==> config.mk <==
export PLATFORM = sky130hd
export DESIGN_NAME = ascfg_top
export DESIGN_NICKNAME = d
export VERILOG_FILES = /design/src/rtl/ascfg_pkg.sv /design/src/rtl/ascfg_top.sv /design/src/rtl/ascfg_slot_pick.sv
export VERILOG_INCLUDE_DIRS = /design/src /design/src/rtl
export SDC_FILE = /design/constraint.sdc
export NUM_CORES = 1
export LEC_CHECK = 0
export ABC_AREA = 1
export BUFFER_PORTS_ARGS = -buffer_cell sky130_fd_sc_hd__buf_2
export CELL_PAD_IN_SITES_DETAIL_PLACEMENT = 0
export CELL_PAD_IN_SITES_GLOBAL_PLACEMENT = 1
export CORE_ASPECT_RATIO = 0.9
export CORE_MARGIN = 1
export CORE_UTILIZATION = 41
export CTS_BUF_LIST = sky130_fd_sc_hd__clkbuf_2
export DETAILED_ROUTE_END_ITERATION = 7
export GPL_ROUTABILITY_DRIVEN = 1
export PLACE_DENSITY = 0.95
export SLEW_MARGIN = 20
export SYNTH_ARGS = -nofsm -noshare
export SYNTH_HDL_FRONTEND = slang
export SYNTH_SLANG_ARGS = --single-unit
==> constraint.sdc <==
create_clock -name ref_clk -period 5.9 [get_ports ref_clk]
set_input_delay 0.295 -clock ref_clk [delete_from_list [all_inputs] [get_ports ref_clk]]
set_output_delay 0.295 -clock ref_clk [all_outputs]
set_load 0.02 [all_outputs]
==> src/rtl/ascfg_defs.svh <==
// Constants for the converter sequence configuration block.
// Assumes inclusion by bare name from files under rtl/.
`ifndef ASCFG_DEFS_SVH
`define ASCFG_DEFS_SVH
`define ASCFG_OFF_WDLOW      8'h28
`define ASCFG_OFF_RSEQ_UP    8'h2c
`define ASCFG_OFF_RSEQ_MID   8'h30
`define ASCFG_OFF_RSEQ_LOW   8'h34
`define ASCFG_OFF_ISEQ       8'h38
`define ASCFG_RESET_WORD     32'h0000_0000
`define ASCFG_AWD_MSB        11
`define ASCFG_RLEN_LSB       20
`define ASCFG_RLEN_MSB       23
`define ASCFG_ILEN_LSB       20
`define ASCFG_ILEN_MSB       21
`define ASCFG_SLOT_W         5
`define ASCFG_UP_MASK        32'h00ff_ffff
`define ASCFG_MID_MASK       32'h3fff_ffff
`define ASCFG_ISEQ_MASK      32'h003f_ffff
`define ASCFG_AWD_MASK       32'h0000_0fff
`define ASCFG_ISLOT_LAST     2'h3
`define ASCFG_UP_SLOT_MSB    19
`define ASCFG_MID_SLOT_MSB   29
`define ASCFG_ISLOT_MSB      19
`define ASCFG_RIDX_W         4
`define ASCFG_IIDX_W         2
`endif

==> src/rtl/ascfg_pkg.sv <==
// Types shared by the sequence configuration block.
// Assumes the defines header is compiled with it.
package ascfg_pkg;
    typedef enum logic [1:0] {
        ASCFG_IDLE    = 2'b00,
        ASCFG_REGULAR = 2'b01,
        ASCFG_INSERT  = 2'b10
    } ascfg_state_t;
endpackage

==> src/rtl/ascfg_top.sv <==
// Sequence configuration registers plus a small slot walker for the converter.
// Assumes a single-cycle register port and an engine that pulses start and next.
//
// Added by the designer: the address-and-strobe port.
`timescale 1ns/1ns
`include "ascfg_defs.svh"
module ascfg_top
    import ascfg_pkg::*;
#(
    parameter int REG_SLOTS = 16,
    parameter int INS_SLOTS = 4
) (
    input  wire logic        ref_clk,
    input  wire logic        sys_rst,
    input  wire logic [7:0]  reg_addr,
    input  wire logic [31:0] reg_wdata,
    input  wire logic        reg_wr,
    input  wire logic        reg_rd,
    output      logic [31:0] reg_rdata,
    input  wire logic        seq_start_regular,
    input  wire logic        seq_start_inserted,
    input  wire logic        seq_next,
    output      logic        seq_busy,
    output      logic        seq_inserted,
    output      logic [4:0]  seq_channel,
    output      logic        seq_last,
    output      logic [11:0] awd_low_limit,
    output      logic [3:0]  regular_group_length,
    output      logic [1:0]  inserted_group_length,
    output      logic [79:0] regular_slot_channel,
    output      logic [19:0] inserted_slot_channel
);
    logic [31:0]  watchdog_low_limit_reg;
    logic [31:0]  regular_sequence_upper_reg;
    logic [31:0]  regular_sequence_middle_reg;
    logic [31:0]  regular_sequence_lower_reg;
    logic [31:0]  inserted_sequence_reg;
    ascfg_state_t state_reg;
    ascfg_state_t state_next;
    logic [3:0]   pos_reg;
    logic [3:0]   pos_next;
    logic [4:0]   reg_pick;
    logic [4:0]   ins_pick;
    logic [1:0]   ins_index;

    // Masks a write so reserved bits stay zero even if software misbehaves.
    function automatic logic [31:0] wr_mask(input logic [7:0] addr);
        case (addr)
            `ASCFG_OFF_WDLOW:    wr_mask = `ASCFG_AWD_MASK;
            `ASCFG_OFF_RSEQ_UP:  wr_mask = `ASCFG_UP_MASK;
            `ASCFG_OFF_RSEQ_MID: wr_mask = `ASCFG_MID_MASK;
            `ASCFG_OFF_RSEQ_LOW: wr_mask = `ASCFG_MID_MASK;
            `ASCFG_OFF_ISEQ:     wr_mask = `ASCFG_ISEQ_MASK;
            default:             wr_mask = `ASCFG_RESET_WORD;
        endcase
    endfunction

    // Watchdog low limit register.
    always_ff @(posedge ref_clk or posedge sys_rst) begin
        if (sys_rst) begin
            watchdog_low_limit_reg <= `ASCFG_RESET_WORD;
        end else if (reg_wr && reg_addr == `ASCFG_OFF_WDLOW) begin
            watchdog_low_limit_reg <= reg_wdata & wr_mask(reg_addr);
        end
    end

    // Regular sequence registers; the byte lanes are not split since only word writes exist.
    always_ff @(posedge ref_clk or posedge sys_rst) begin
        if (sys_rst) begin
            regular_sequence_upper_reg  <= `ASCFG_RESET_WORD;
            regular_sequence_middle_reg <= `ASCFG_RESET_WORD;
            regular_sequence_lower_reg  <= `ASCFG_RESET_WORD;
        end else if (reg_wr) begin
            if (reg_addr == `ASCFG_OFF_RSEQ_UP) begin
                regular_sequence_upper_reg <= reg_wdata & wr_mask(reg_addr);
            end
            if (reg_addr == `ASCFG_OFF_RSEQ_MID) begin
                regular_sequence_middle_reg <= reg_wdata & wr_mask(reg_addr);
            end
            if (reg_addr == `ASCFG_OFF_RSEQ_LOW) begin
                regular_sequence_lower_reg <= reg_wdata & wr_mask(reg_addr);
            end
        end
    end

    // Inserted sequence register.
    always_ff @(posedge ref_clk or posedge sys_rst) begin
        if (sys_rst) begin
            inserted_sequence_reg <= `ASCFG_RESET_WORD;
        end else if (reg_wr && reg_addr == `ASCFG_OFF_ISEQ) begin
            inserted_sequence_reg <= reg_wdata & wr_mask(reg_addr);
        end
    end

    // Read data stands only in the cycle after the strobe; unmapped offsets read zero.
    always_ff @(posedge ref_clk or posedge sys_rst) begin
        if (sys_rst) begin
            reg_rdata <= `ASCFG_RESET_WORD;
        end else if (reg_rd) begin
            case (reg_addr)
                `ASCFG_OFF_WDLOW:    reg_rdata <= watchdog_low_limit_reg;
                `ASCFG_OFF_RSEQ_UP:  reg_rdata <= regular_sequence_upper_reg;
                `ASCFG_OFF_RSEQ_MID: reg_rdata <= regular_sequence_middle_reg;
                `ASCFG_OFF_RSEQ_LOW: reg_rdata <= regular_sequence_lower_reg;
                `ASCFG_OFF_ISEQ:     reg_rdata <= inserted_sequence_reg;
                default:             reg_rdata <= `ASCFG_RESET_WORD;
            endcase
        end else begin
            reg_rdata <= `ASCFG_RESET_WORD;
        end
    end

    // Field views for the engine: slot 0 sits in the low register, slot 15 in the upper.
    assign awd_low_limit         = watchdog_low_limit_reg[`ASCFG_AWD_MSB:0];
    assign regular_group_length  = regular_sequence_upper_reg[`ASCFG_RLEN_MSB:`ASCFG_RLEN_LSB];
    assign inserted_group_length = inserted_sequence_reg[`ASCFG_ILEN_MSB:`ASCFG_ILEN_LSB];
    assign regular_slot_channel  = {regular_sequence_upper_reg[`ASCFG_UP_SLOT_MSB:0],
                                    regular_sequence_middle_reg[`ASCFG_MID_SLOT_MSB:0],
                                    regular_sequence_lower_reg[`ASCFG_MID_SLOT_MSB:0]};
    assign inserted_slot_channel = inserted_sequence_reg[`ASCFG_ISLOT_MSB:0];

    // Channel lookup for both groups, indexed by the slot the walker moves to next.
    // Looking ahead costs a mux on the comb path but lets the registered channel
    // follow an advance with no extra cycle of latency.
    ascfg_slot_pick #(.SLOTS(REG_SLOTS), .IDX_W(`ASCFG_RIDX_W)) u_reg_pick (
        .slots   (regular_slot_channel),
        .index   (pos_next),
        .channel (reg_pick)
    );
    assign ins_index = pos_next[1:0];
    ascfg_slot_pick #(.SLOTS(INS_SLOTS), .IDX_W(`ASCFG_IIDX_W)) u_ins_pick (
        .slots   (inserted_slot_channel),
        .index   (ins_index),
        .channel (ins_pick)
    );

    // Walker: inserted start takes priority over regular start when both pulse together.
    always_comb begin
        state_next = state_reg;
        pos_next   = pos_reg;
        case (state_reg)
            ASCFG_IDLE: begin
                if (seq_start_inserted) begin
                    state_next = ASCFG_INSERT;
                    pos_next   = {2'b00, `ASCFG_ISLOT_LAST - inserted_group_length};
                end else if (seq_start_regular) begin
                    state_next = ASCFG_REGULAR;
                    pos_next   = 4'h0;
                end
            end
            ASCFG_REGULAR: begin
                if (seq_next) begin
                    if (pos_reg == regular_group_length) begin
                        state_next = ASCFG_IDLE;
                        pos_next   = 4'h0;
                    end else begin
                        pos_next = pos_reg + 4'h1;
                    end
                end
            end
            ASCFG_INSERT: begin
                if (seq_next) begin
                    if (pos_reg[1:0] == `ASCFG_ISLOT_LAST) begin
                        state_next = ASCFG_IDLE;
                        pos_next   = 4'h0;
                    end else begin
                        pos_next = pos_reg + 4'h1;
                    end
                end
            end
            default: begin
                state_next = ASCFG_IDLE;
                pos_next   = 4'h0;
            end
        endcase
    end

    // Walker state.
    always_ff @(posedge ref_clk or posedge sys_rst) begin
        if (sys_rst) begin
            state_reg <= ASCFG_IDLE;
            pos_reg   <= 4'h0;
        end else begin
            state_reg <= state_next;
            pos_reg   <= pos_next;
        end
    end

    // Channel output registered so the engine sees a stable value.
    // A limitation: a slot rewritten during a walk reaches the channel one cycle
    // after the write lands, since the view is refreshed on every clock.
    always_ff @(posedge ref_clk or posedge sys_rst) begin
        if (sys_rst) begin
            seq_channel <= 5'h00;
            seq_last    <= 1'b0;
        end else if (state_next == ASCFG_INSERT) begin
            seq_channel <= ins_pick;
            seq_last    <= (ins_index == `ASCFG_ISLOT_LAST);
        end else if (state_next == ASCFG_REGULAR) begin
            seq_channel <= reg_pick;
            seq_last    <= (pos_next == regular_group_length);
        end else begin
            seq_channel <= 5'h00;
            seq_last    <= 1'b0;
        end
    end

    // Status levels come straight from the state register, so they never glitch
    // on the start or advance pulses.
    assign seq_busy     = (state_reg != ASCFG_IDLE);
    assign seq_inserted = (state_reg == ASCFG_INSERT);
endmodule

==> src/rtl/ascfg_slot_pick.sv <==
// Slot selector: picks one 5-bit channel out of a packed slot vector.
// Assumes the index is in range of the slot count.
`timescale 1ns/1ns
`include "ascfg_defs.svh"
module ascfg_slot_pick
    import ascfg_pkg::*;
#(
    parameter int SLOTS = 16,
    parameter int IDX_W = 4
) (
    input  wire logic [SLOTS*`ASCFG_SLOT_W-1:0] slots,
    input  wire logic [IDX_W-1:0]              index,
    output      logic [`ASCFG_SLOT_W-1:0]      channel
);
    // Indexed part-select keeps the mux a single level of logic.
    assign channel = slots[index*`ASCFG_SLOT_W +: `ASCFG_SLOT_W];
endmodule

==> flow_summary.ini, run 1 <==
[pwr]
peakVddDrop_v = 0.000195
leakage_nw = 5.66
p_per_area_nw_per_um2 = 301

[clocking]
cts_hold_buf = 35
htreeDepth = 4
cts_num_sinks = 186
ctsResizeCount = 0
cts_buffer_depth = 2
insertion_delay_ns = 0.80
cts_inserted_buffers = 17
cts_tree = built
cts_root_buffer = clkbuf_2
cts.reportedPaths.clkPinSlew_ns = 0.31
postCtsSetupBuffers = 0

[worst_hold_path]
hp-start = reg_addr[3]
min-delay-path-class = in2reg
hold_end = reg_rdata[27]
hold_depth = 5

[synth]
synth_top_area_share = 0.512
postSynthCellCount = 1147
ys.flop_type = dfrtp_1
synth.cell_area_um2 = 9080
yosysWarnings = 0
async_reset_ff_frac = 1.00
synth.most_common_cell = nand2_1
synth_area_leader_cell = dfrtp_1
synth_cell_types = 32
yosys-top-cells-count = nand2_1 (322), nand3_1 (202), dfrtp_1 (186)
synth_area_leaders = dfrtp_1 (51%), nand2_1 (13%), nand3_1 (11%), o21ai_0 (7.0%), inv_1 (4.0%)
synth-seq-area-share = 0.512
syn_avg_cell_area_um2 = 7.92
ys_seq_elements = 186
synth-edff-count = 0

[sta]
holdWs_ns = 0.129
grt_setup_unrepaired = false
period_needed_ns = 3.66
period_share = 0.621
finalClockSkew_ns = 0.0417
setup-violations-final = 0
maxSlewHeadroom = 0.352
worst_slew_pin_slew_ns = 0.971
finalHoldViolations = 0
finalWorstSetupSlack_ns = 2.24
drv_slew = 0
finalSetupTns_ns = 0
fmax_ghz = 0.273

[global_routing]
grt_pass1_wl_um = 45800
overflow = 0
track_usage = 0.263
grt_pass1_vias = 8038
gr-usage-met2 = 0.415
met3_usage = 0.0590
antenna_found_initial = 1
busiest_layer = met2
grt_use_met1 = 0.359
grt_max_degree = 80

[floorplanning]
coreArea_um2 = 21700
fp.dieArea_um2 = 22800
die_h_um = 143
fp-row-count = 51
initial_core_util = 0.419
die_w_um = 159
pin_count = 205

[run_status]
run_status = complete, no violations

[place]
dp_worst_setup_slack_ns = 2.28
numPortBuffers = 200
place_congestion = 0.874
hpwlAfterDp_um = 19600

[job]
maxCapViolCount = 0

[setup_path]
critical_path_class = reg2reg
worst-r2r-cell-count = 13
crit_path_end_kind = flip-flop
critPathArrivalTime_ns = 4.36
crit_fanout = 49
cp.required_ns = 6.60
reg2reg_to = seq_channel[1]
rr_startpoint = regular_sequence_upper_reg[22]
r2r_setup_slack_ns = 2.24
critPathLaunchType = flip-flop
cp-startpoint = regular_sequence_upper_reg[22]

[finish]
drive_gt1_frac = 0.200
fin_nets = 1359
fin_util = 0.490
syn_to_final_growth_pct = 16.9

[detailed_routing]
first_iter_violations = 1019
num_vias = 8640
wire_per_inst_um = 18.2
wl_um = 29400
firstDrtPassIters = 5
antenna_left = 0
drc = 0
via_per_inst = 5.35
cell usage in the layout (no fill, tap or decap), types with 3 or more instances in the layout:
cell	synthesis	final
inv_6	0	6
buf_4	36	13
inv_1	98	97
nand2_2	4	4
o21ai_1	9	9
nand2_1	322	321
clkinvlp_4	0	4
o211ai_1	5	5
clkbuf_2	0	17
nand3_1	202	200
a41oi_1	5	5
o22ai_1	3	3
a221oi_1	8	8
inv_2	3	3
dfrtp_1	186	186
buf_2	20	200
a21oi_1	24	23
o21ai_0	127	127
dlygate4sd3_1	0	35
nor2_1	29	28
metal layers:
layer / vias to the layer above / part of all wire
met5: - / 0
met4: 0 / 0.022
met3: 53 / 0.082
met2: 435 / 0.46
met1: 4113 / 0.44
li1: 4039 / -
per-stage QoR:
stage	instances	power (mW)	instance area (µm²)
5_1_grt	1615	3.40	10600
4_1_cts	1614	3.20	10600
2_1_floorplan	1148	2.24	9090
6_report	1615	3.19	10600
3_5_place_dp	1547	2.54	10000
3_3_place_gp	1547	2.53	10000
cell type report:
cell class / instances / area (µm²)
clock inverter: 15 / 141
sequential: 186 / 4650
fill: 2159 / 11100
multi-input combinational: 755 / 3530
inverter: 101 / 384
clock buffer: 17 / 85.1
timing repair buffer: 249 / 1460
antenna: 1 / 2.50
tap: 291 / 364
worst max-delay path, stage by stage, from the launching register on:
cell and delay [ns]:
dfrtp_1 0.53, inv_1 0.09, nand2_1 0.06, nand2_1 0.05, nor2_1 0.10, nand2_1 0.10, nand2_2 0.11, nand2_2 0.08
nand2_2 0.62, nand2_2 0.79, inv_1 0.63, o21ai_0 0.18, o211ai_1 0.18, nand2_1 0.07
logic make-up (layout without fill, tap and decap cells):
| kind of cell | after synthesis | count (layout) | share of synthesized area |
|---|---|---|---|
| xor gates and xnor gates | 2 | 2 | 0.00193 |
| AOI/OAI and AO/OA | 184 | 184 | 0.110 |
| buffers and inverters | 207 | 382 | 0.106 |
| adders and majority gates | 2 | 2 | 0.00275 |
| other | 1 | 3 | 0.000413 |
| and+or+nand+nor | 565 | 565 | 0.267 |
| DFF | 186 | 186 | 0.512 |
where the power goes:
group	total (mW)	switching (mW)	internal (mW)	leakage, nW
Combinational	1.12	0.802	0.322	2.97
Clock	0.640	0.479	0.161	0.128
Sequential	1.43	0.0789	1.35	2.57
Total	3.19	1.36	1.83	5.66
worst max path at each step:
stage | end | slack, ns | depth (start not counted)
5_1_grt | seq_channel[2] | 1.76 | 13
6_report | seq_channel[1] | 2.24 | 13
3_3_place_gp | seq_channel[0] | 2.33 | 13
3_5_place_dp | seq_channel[0] | 2.28 | 13
2_1_floorplan | inserted_sequence_reg[0] | 0.55 | 1
4_1_cts | seq_channel[1] | 2.29 | 13
Note: power is estimated with default switching activity, not from simulation.
==> run 2: changes to the inputs <==
==> constraint.sdc (replaced) <==
create_clock -name ref_clk -period 3.5 [get_ports ref_clk]
set_input_delay 0.175 -clock ref_clk [delete_from_list [all_inputs] [get_ports ref_clk]]
set_output_delay 0.175 -clock ref_clk [all_outputs]
set_load 0.02 [all_outputs]
==> run 2 against run 1 <==
Non-clock buffer count increased by 11. Routed wire length increased by 1.8%. Die area unchanged. Setup slack got worse by 1.4 ns. Fmax increased by 36%. Highest routed layer unchanged. Clock skew increased by 0.0053 ns. Flip-flop and latch count unchanged. Power increased by 69%. Clock-buffer cell count unchanged. Largest power group unchanged. Via count increased by 0.20%. Largest cell class unchanged. Clock power increased by 66%. Critical endpoint is now seq_last.
==> flow_summary.ini, run 2 (synthesized netlist as in run 1, its figures left out) <==
[run_status]
run_status = complete, no violations

[sta]
finalSetupTns_ns = 0
grt_setup_unrepaired = false
period_share = 0.772
setup-violations-final = 0
drv_slew = 0
finalWorstSetupSlack_ns = 0.799
worst_slew_pin_slew_ns = 1.05
period_needed_ns = 2.70
finalClockSkew_ns = 0.0470
fmax_ghz = 0.370
maxSlewHeadroom = 0.298
finalHoldViolations = 0

[detailed_routing]
via_per_inst = 5.32
first_iter_violations = 962
wl_um = 29900
num_vias = 8657
wire_per_inst_um = 18.4
drc = 0
firstDrtPassIters = 6
antenna_left = 0

[clocking]
htreeDepth = 4
insertion_delay_ns = 0.81
cts.reportedPaths.clkPinSlew_ns = 0.27
postCtsSetupBuffers = 0
cts_num_sinks = 186
cts_inserted_buffers = 17
ctsResizeCount = 0
cts_hold_buf = 42
cts_root_buffer = clkbuf_2
cts_buffer_depth = 2
cts_tree = built

[pwr]
peakVddDrop_v = 0.000397
leakage_nw = 5.72
p_int_mw = 3.05
p_seq_frac = 0.446
clkPwrFrac = 0.197
p_per_area_nw_per_um2 = 503
combinationalPowerShare = 0.357
swShare = 0.435
switchingPower_mw = 2.35

[floorplanning]
pin_count = 205
die_w_um = 159
die_h_um = 143
fp-row-count = 51
initial_core_util = 0.419
coreArea_um2 = 21700
fp.dieArea_um2 = 22800

[setup_path]
crit_path_end_kind = flip-flop
crit_fanout = 13
critPathLaunchType = flip-flop
critPathArrivalTime_ns = 3.39
critical_path_class = reg2reg
cp.required_ns = 4.19

[place]
numPortBuffers = 200
hpwlAfterDp_um = 20200
place_congestion = 0.881
dp_worst_setup_slack_ns = 0.905

[global_routing]
grt_pass1_vias = 8169
track_usage = 0.268
antenna_found_initial = 1
overflow = 0
grt_pass1_wl_um = 46900
grt_max_degree = 187

[finish]
layout_commonest_cell = nand2_1
most-common-layout-cells = nand2_1 (321), nand3_1 (200), buf_2 (200), dfrtp_1 (186), o21ai_0 (127)
fin_nets = 1370
syn_to_final_growth_pct = 18.0
fin_util = 0.494
drive_gt1_frac = 0.202

[worst_hold_path]
min-delay-path-class = in2reg

[job]
maxCapViolCount = 0
run 2: cell count changes in the layout (fill, tap and decap cells not counted), sizes merged:
cell and change:
dlygate4sd3 +7, diode +1, clkinv +1, bufinv -1
buf +4, inv -1, clkinvlp +1
run 2: area by class of cell:
| type | instances | area [µm²] |
|---|---|---|
| antenna | 2 | 5.00 |
| clock buffer | 17 | 85.1 |
| clock inverter | 15 | 138 |
| fill | 2135 | 11000 |
| inverter | 101 | 383 |
| multi-input combinational | 755 | 3510 |
| sequential | 186 | 4650 |
| tap | 291 | 364 |
| timing repair buffer | 260 | 1580 |
run 2: final timing paths:
kind | cells after the start | slack (ns) | start | end
max reg2reg | 14 | 0.80 | pos_reg[0] | seq_last
min in group asynchronous | 4 | 0.15 | sys_rst | regular_sequence_upper_reg[22]
max | 14 | 0.80 | pos_reg[0] | seq_last
min | 8 | 0.06 | reg_addr[6] | reg_rdata[6]
min reg2reg | 2 | 0.50 | watchdog_low_limit_reg[24] | watchdog_low_limit_reg[24]
max in group asynchronous | 4 | 2.54 | sys_rst | watchdog_low_limit_reg[18]
run 2: worst max-delay path, cell delays in order (launching register included):
cell,delay [ns]
dfrtp_1,0.54
ha_1,0.19
inv_1,0.06
ha_1,0.17
nand2_1,0.06
nand2_1,0.06
nor2_1,0.08
nand2_1,0.06
nand2_1,0.39
inv_1,0.37
nand2_1,0.14
nand3_1,0.07
nor2_1,0.09
nand3_1,0.07
o21ai_0,0.26
run 2: routing by layer:
layer | part of all wire | wire [µm] | global-route usage | vias to the layer above
li1 | - | - | - | 4054
met1 | 0.43 | 13000 | 0.375 | 4105
met2 | 0.45 | 13600 | 0.416 | 448
met3 | 0.088 | 2620 | 0.0549 | 50
met4 | 0.024 | 710 | 0.0911 | 0
met5 | 0 | 0 | 0 | -
run 2: per-stage QoR:
step	instances	hold WS [ns]	instance area (µm²)	total power, mW
2_1_floorplan	1148	0.323	9090	3.78
3_3_place_gp	1551	0.439	10100	4.29
3_5_place_dp	1551	0.452	10100	4.31
4_1_cts	1625	0.00700	10700	5.40
5_1_grt	1627	0.0274	10700	5.72
6_report	1627	0.0598	10700	5.39
run 2: power by group through the flow:
stage	clock network [mW]	logic (mW)	registers (mW)
final	1.06	1.93	2.41
after global routing	1.17	2.13	2.42
after CTS	1.08	1.92	2.40
after detailed placement	0	1.87	2.44
after global placement	0	1.85	2.44
after floorplan	0	1.30	2.48
==> run 3: changes to the inputs <==
--- a/config.mk
+++ b/config.mk
@@ -6,13 +6,13 @@
 export SDC_FILE = /design/constraint.sdc
 export NUM_CORES = 1
 export LEC_CHECK = 0
-export ABC_AREA = 1
+export ABC_AREA = 0
 export BUFFER_PORTS_ARGS = -buffer_cell sky130_fd_sc_hd__buf_2
 export CELL_PAD_IN_SITES_DETAIL_PLACEMENT = 0
 export CELL_PAD_IN_SITES_GLOBAL_PLACEMENT = 1
 export CORE_ASPECT_RATIO = 0.9
 export CORE_MARGIN = 1
-export CORE_UTILIZATION = 41
+export CORE_UTILIZATION = 45
 export CTS_BUF_LIST = sky130_fd_sc_hd__clkbuf_2
 export DETAILED_ROUTE_END_ITERATION = 7
 export GPL_ROUTABILITY_DRIVEN = 1
==> constraint.sdc (replaced) <==
create_clock -name ref_clk -period 2.53 [get_ports ref_clk]
set_input_delay 0.1265 -clock ref_clk [delete_from_list [all_inputs] [get_ports ref_clk]]
set_output_delay 0.1265 -clock ref_clk [all_outputs]
set_load 0.02 [all_outputs]
==> run 3 against run 2 <==
Clock skew shrank 0.0013 ns. Synthesized cell count shrank 39%. Non-clock buffer count grew 51. Worst hold slack lost 0.013 ns. Synthesized area shrank 2.7%. Register-to-register slack lost 0.79 ns. Clock-buffer cell count is the same. Sequential power grew 39%. Largest power group unchanged. Via count shrank 18%. Clock power grew 38%.
==> flow_summary.ini, run 3 <==
[setup_path]
critPathLaunchType = flip-flop
crit_fanout = 5
critical_path_class = reg2reg
crit_path_end_kind = flip-flop
critPathArrivalTime_ns = 3.23
r2r_setup_slack_ns = 0.01
rr_startpoint = pos_reg[1]
reg2reg_to = seq_channel[2]
worst-r2r-cell-count = 11
cp.required_ns = 3.24

[sta]
finalWorstSetupSlack_ns = 0.0126
maxSlewHeadroom = 0.608
fmax_ghz = 0.397
drv_slew = 0
period_share = 0.995
period_needed_ns = 2.52
finalClockSkew_ns = 0.0457
finalSetupTns_ns = 0
worst_slew_pin_slew_ns = 0.589
finalHoldViolations = 0
grt_setup_unrepaired = true
holdWs_ns = 0.0470
setup-violations-final = 0

[synth]
ys.flop_type = dfrtp_1
synth-seq-area-share = 0.527
yosys-top-cells-count = dfrtp_1 (186), mux2_2 (127), nand2_1 (46)
postSynthCellCount = 698
synth.cell_area_um2 = 8840
synth.most_common_cell = dfrtp_1
synth_top_area_share = 0.527
synth_area_leader_cell = dfrtp_1
yosysWarnings = 0
async_reset_ff_frac = 1.00
ys_seq_elements = 186
synth_area_leaders = dfrtp_1 (53%), mux2_2 (16%), mux2i_1 (4.4%), a222oi_1 (3.4%), buf_4 (3.4%)
syn_avg_cell_area_um2 = 12.7
synth-edff-count = 0
synth_cell_types = 54

[run_status]
run_status = complete, no violations

[global_routing]
overflow = 0
grt_pass1_vias = 6867
grt_pass1_wl_um = 42400
antenna_found_initial = 1
track_usage = 0.286
grt_max_degree = 102

[worst_hold_path]
hold_end = regular_sequence_middle_reg[29]
min-delay-path-class = in2reg
hp-start = reg_wdata[29]
hold_depth = 3

[pwr]
leakage_nw = 5.76
total_power_mw = 7.78
peakVddDrop_v = 0.000457
p_per_area_nw_per_um2 = 695

[place]
hpwlAfterDp_um = 19400
place_congestion = 0.887
place_inst = 1118
dp_worst_setup_slack_ns = -0.0358
placedInstanceArea_um2 = 10200
numPortBuffers = 200

[finish]
drive_gt1_frac = 0.474
syn_to_final_growth_pct = 26.7
fin_area_um2 = 11200
layout_commonest_cell = buf_2
fin_nets = 995
most-common-layout-cells = buf_2 (200), dfrtp_1 (186), mux2_2 (126), dlygate4sd3_1 (53), nand2_1 (46)
fin_util = 0.583
fin_cells = 1210

[detailed_routing]
num_vias = 7093
wl_um = 28300
wire_per_inst_um = 23.4
firstDrtPassIters = 6
antenna_left = 0
drc = 0
first_iter_violations = 897
via_per_inst = 5.86

[clocking]
cts_num_sinks = 186
insertion_delay_ns = 0.84
htreeDepth = 4
cts_tree = built
cts_inserted_buffers = 17
cts.reportedPaths.clkPinSlew_ns = 0.31
cts_root_buffer = clkbuf_2
cts_buffer_depth = 2

[floorplanning]
die_w_um = 150
fp-row-count = 48
pin_count = 205
initial_core_util = 0.460
fp.dieArea_um2 = 20200
die_h_um = 135
coreArea_um2 = 19200

[job]
maxCapViolCount = 0
-- run 3: changes by cell type after synthesis, sizes merged, moves of 12 or more --
cell and delta:
nand3 -200, mux2i +39, a22o +24, a222oi +30, o21ai -130, nor2 -22
buf -12, nand2 -280, and2 +27, inv -88, mux2 +127
-- run 3: repair_timing --
action	CTS	global route
gates resized for setup	6	23
setup buffers	1	5
hold buffers	53	0
endpoints found under the setup margin	5	5
pin swaps	5	12
gates cloned	0	0
endpoints found under the hold margin	369	0
-- run 3: how the worst max path moves through the flow --
stage                     startpoint                  endpoint  slack (ns)  depth (start not counted)
after global placement    pos_reg[1]            seq_channel[0]        0.01                         11
after CTS                 pos_reg[0]            seq_channel[2]        0.01                         11
after global routing      pos_reg[1]            seq_channel[2]       -0.08                         11
after detailed placement  pos_reg[1]            seq_channel[0]       -0.04                         11
final                     pos_reg[1]            seq_channel[2]        0.01                         11
after floorplan              sys_rst  inserted_sequence_reg[0]       0.006                          1
-- run 3: power by group --
| part | switching (mW) | leakage [nW] | internal, mW |
|---|---|---|---|
| combinational | 1.54 | 3.07 | 1.44 |
| clock | 1.16 | 0.130 | 0.302 |
| sequential | 0.207 | 2.56 | 3.14 |
-- run 3: worst max-delay path, cell delays in order, from the launching register on --
cell	delay, ns
dfrtp_1	0.45
ha_2	0.20
inv_2	0.06
ha_4	0.19
nor2b_4	0.12
o41ai_4	0.09
a21o_4	0.25
inv_8	0.08
mux4_2	0.49
mux2_4	0.28
a22oi_2	0.11
o31ai_1	0.09
-- run 3: cell type report --
cell class	count	area [µm²]
Antenna cell	1	2.50
Clock buffer	17	85.1
Clock inverter	15	139
Fill cell	1594	8020
Inverter	13	60.1
Multi-Input combinational cell	417	3810
Sequential cell	186	4650
Tap cell	250	313
Timing Repair Buffer	311	2130
-- run 3: cells by family (layout without fill, tap and decap cells) --
| group | Yosys count | after routing | synth area share |
|---|---|---|---|
| flip-flops | 186 | 186 | 0.527 |
| multiplexers | 173 | 173 | 0.224 |
| AO/OA/AOI/OAI | 123 | 123 | 0.115 |
| AND/OR/NAND/NOR | 108 | 108 | 0.0626 |
| buffers and inverters | 96 | 356 | 0.0595 |
| XOR/XNOR | 9 | 9 | 0.00892 |
| adder cells (fa/ha/maj) | 2 | 2 | 0.00283 |
| other | 1 | 3 | 0.000424 |
-- run 3: routing by layer --
metal	part of all wire	global-route usage	up-vias
met5	0	0	-
met3	0.090	0.0547	47
li1	-	-	3050
met1	0.43	0.421	3605
met4	0.021	0.0920	0
met2	0.46	0.425	391
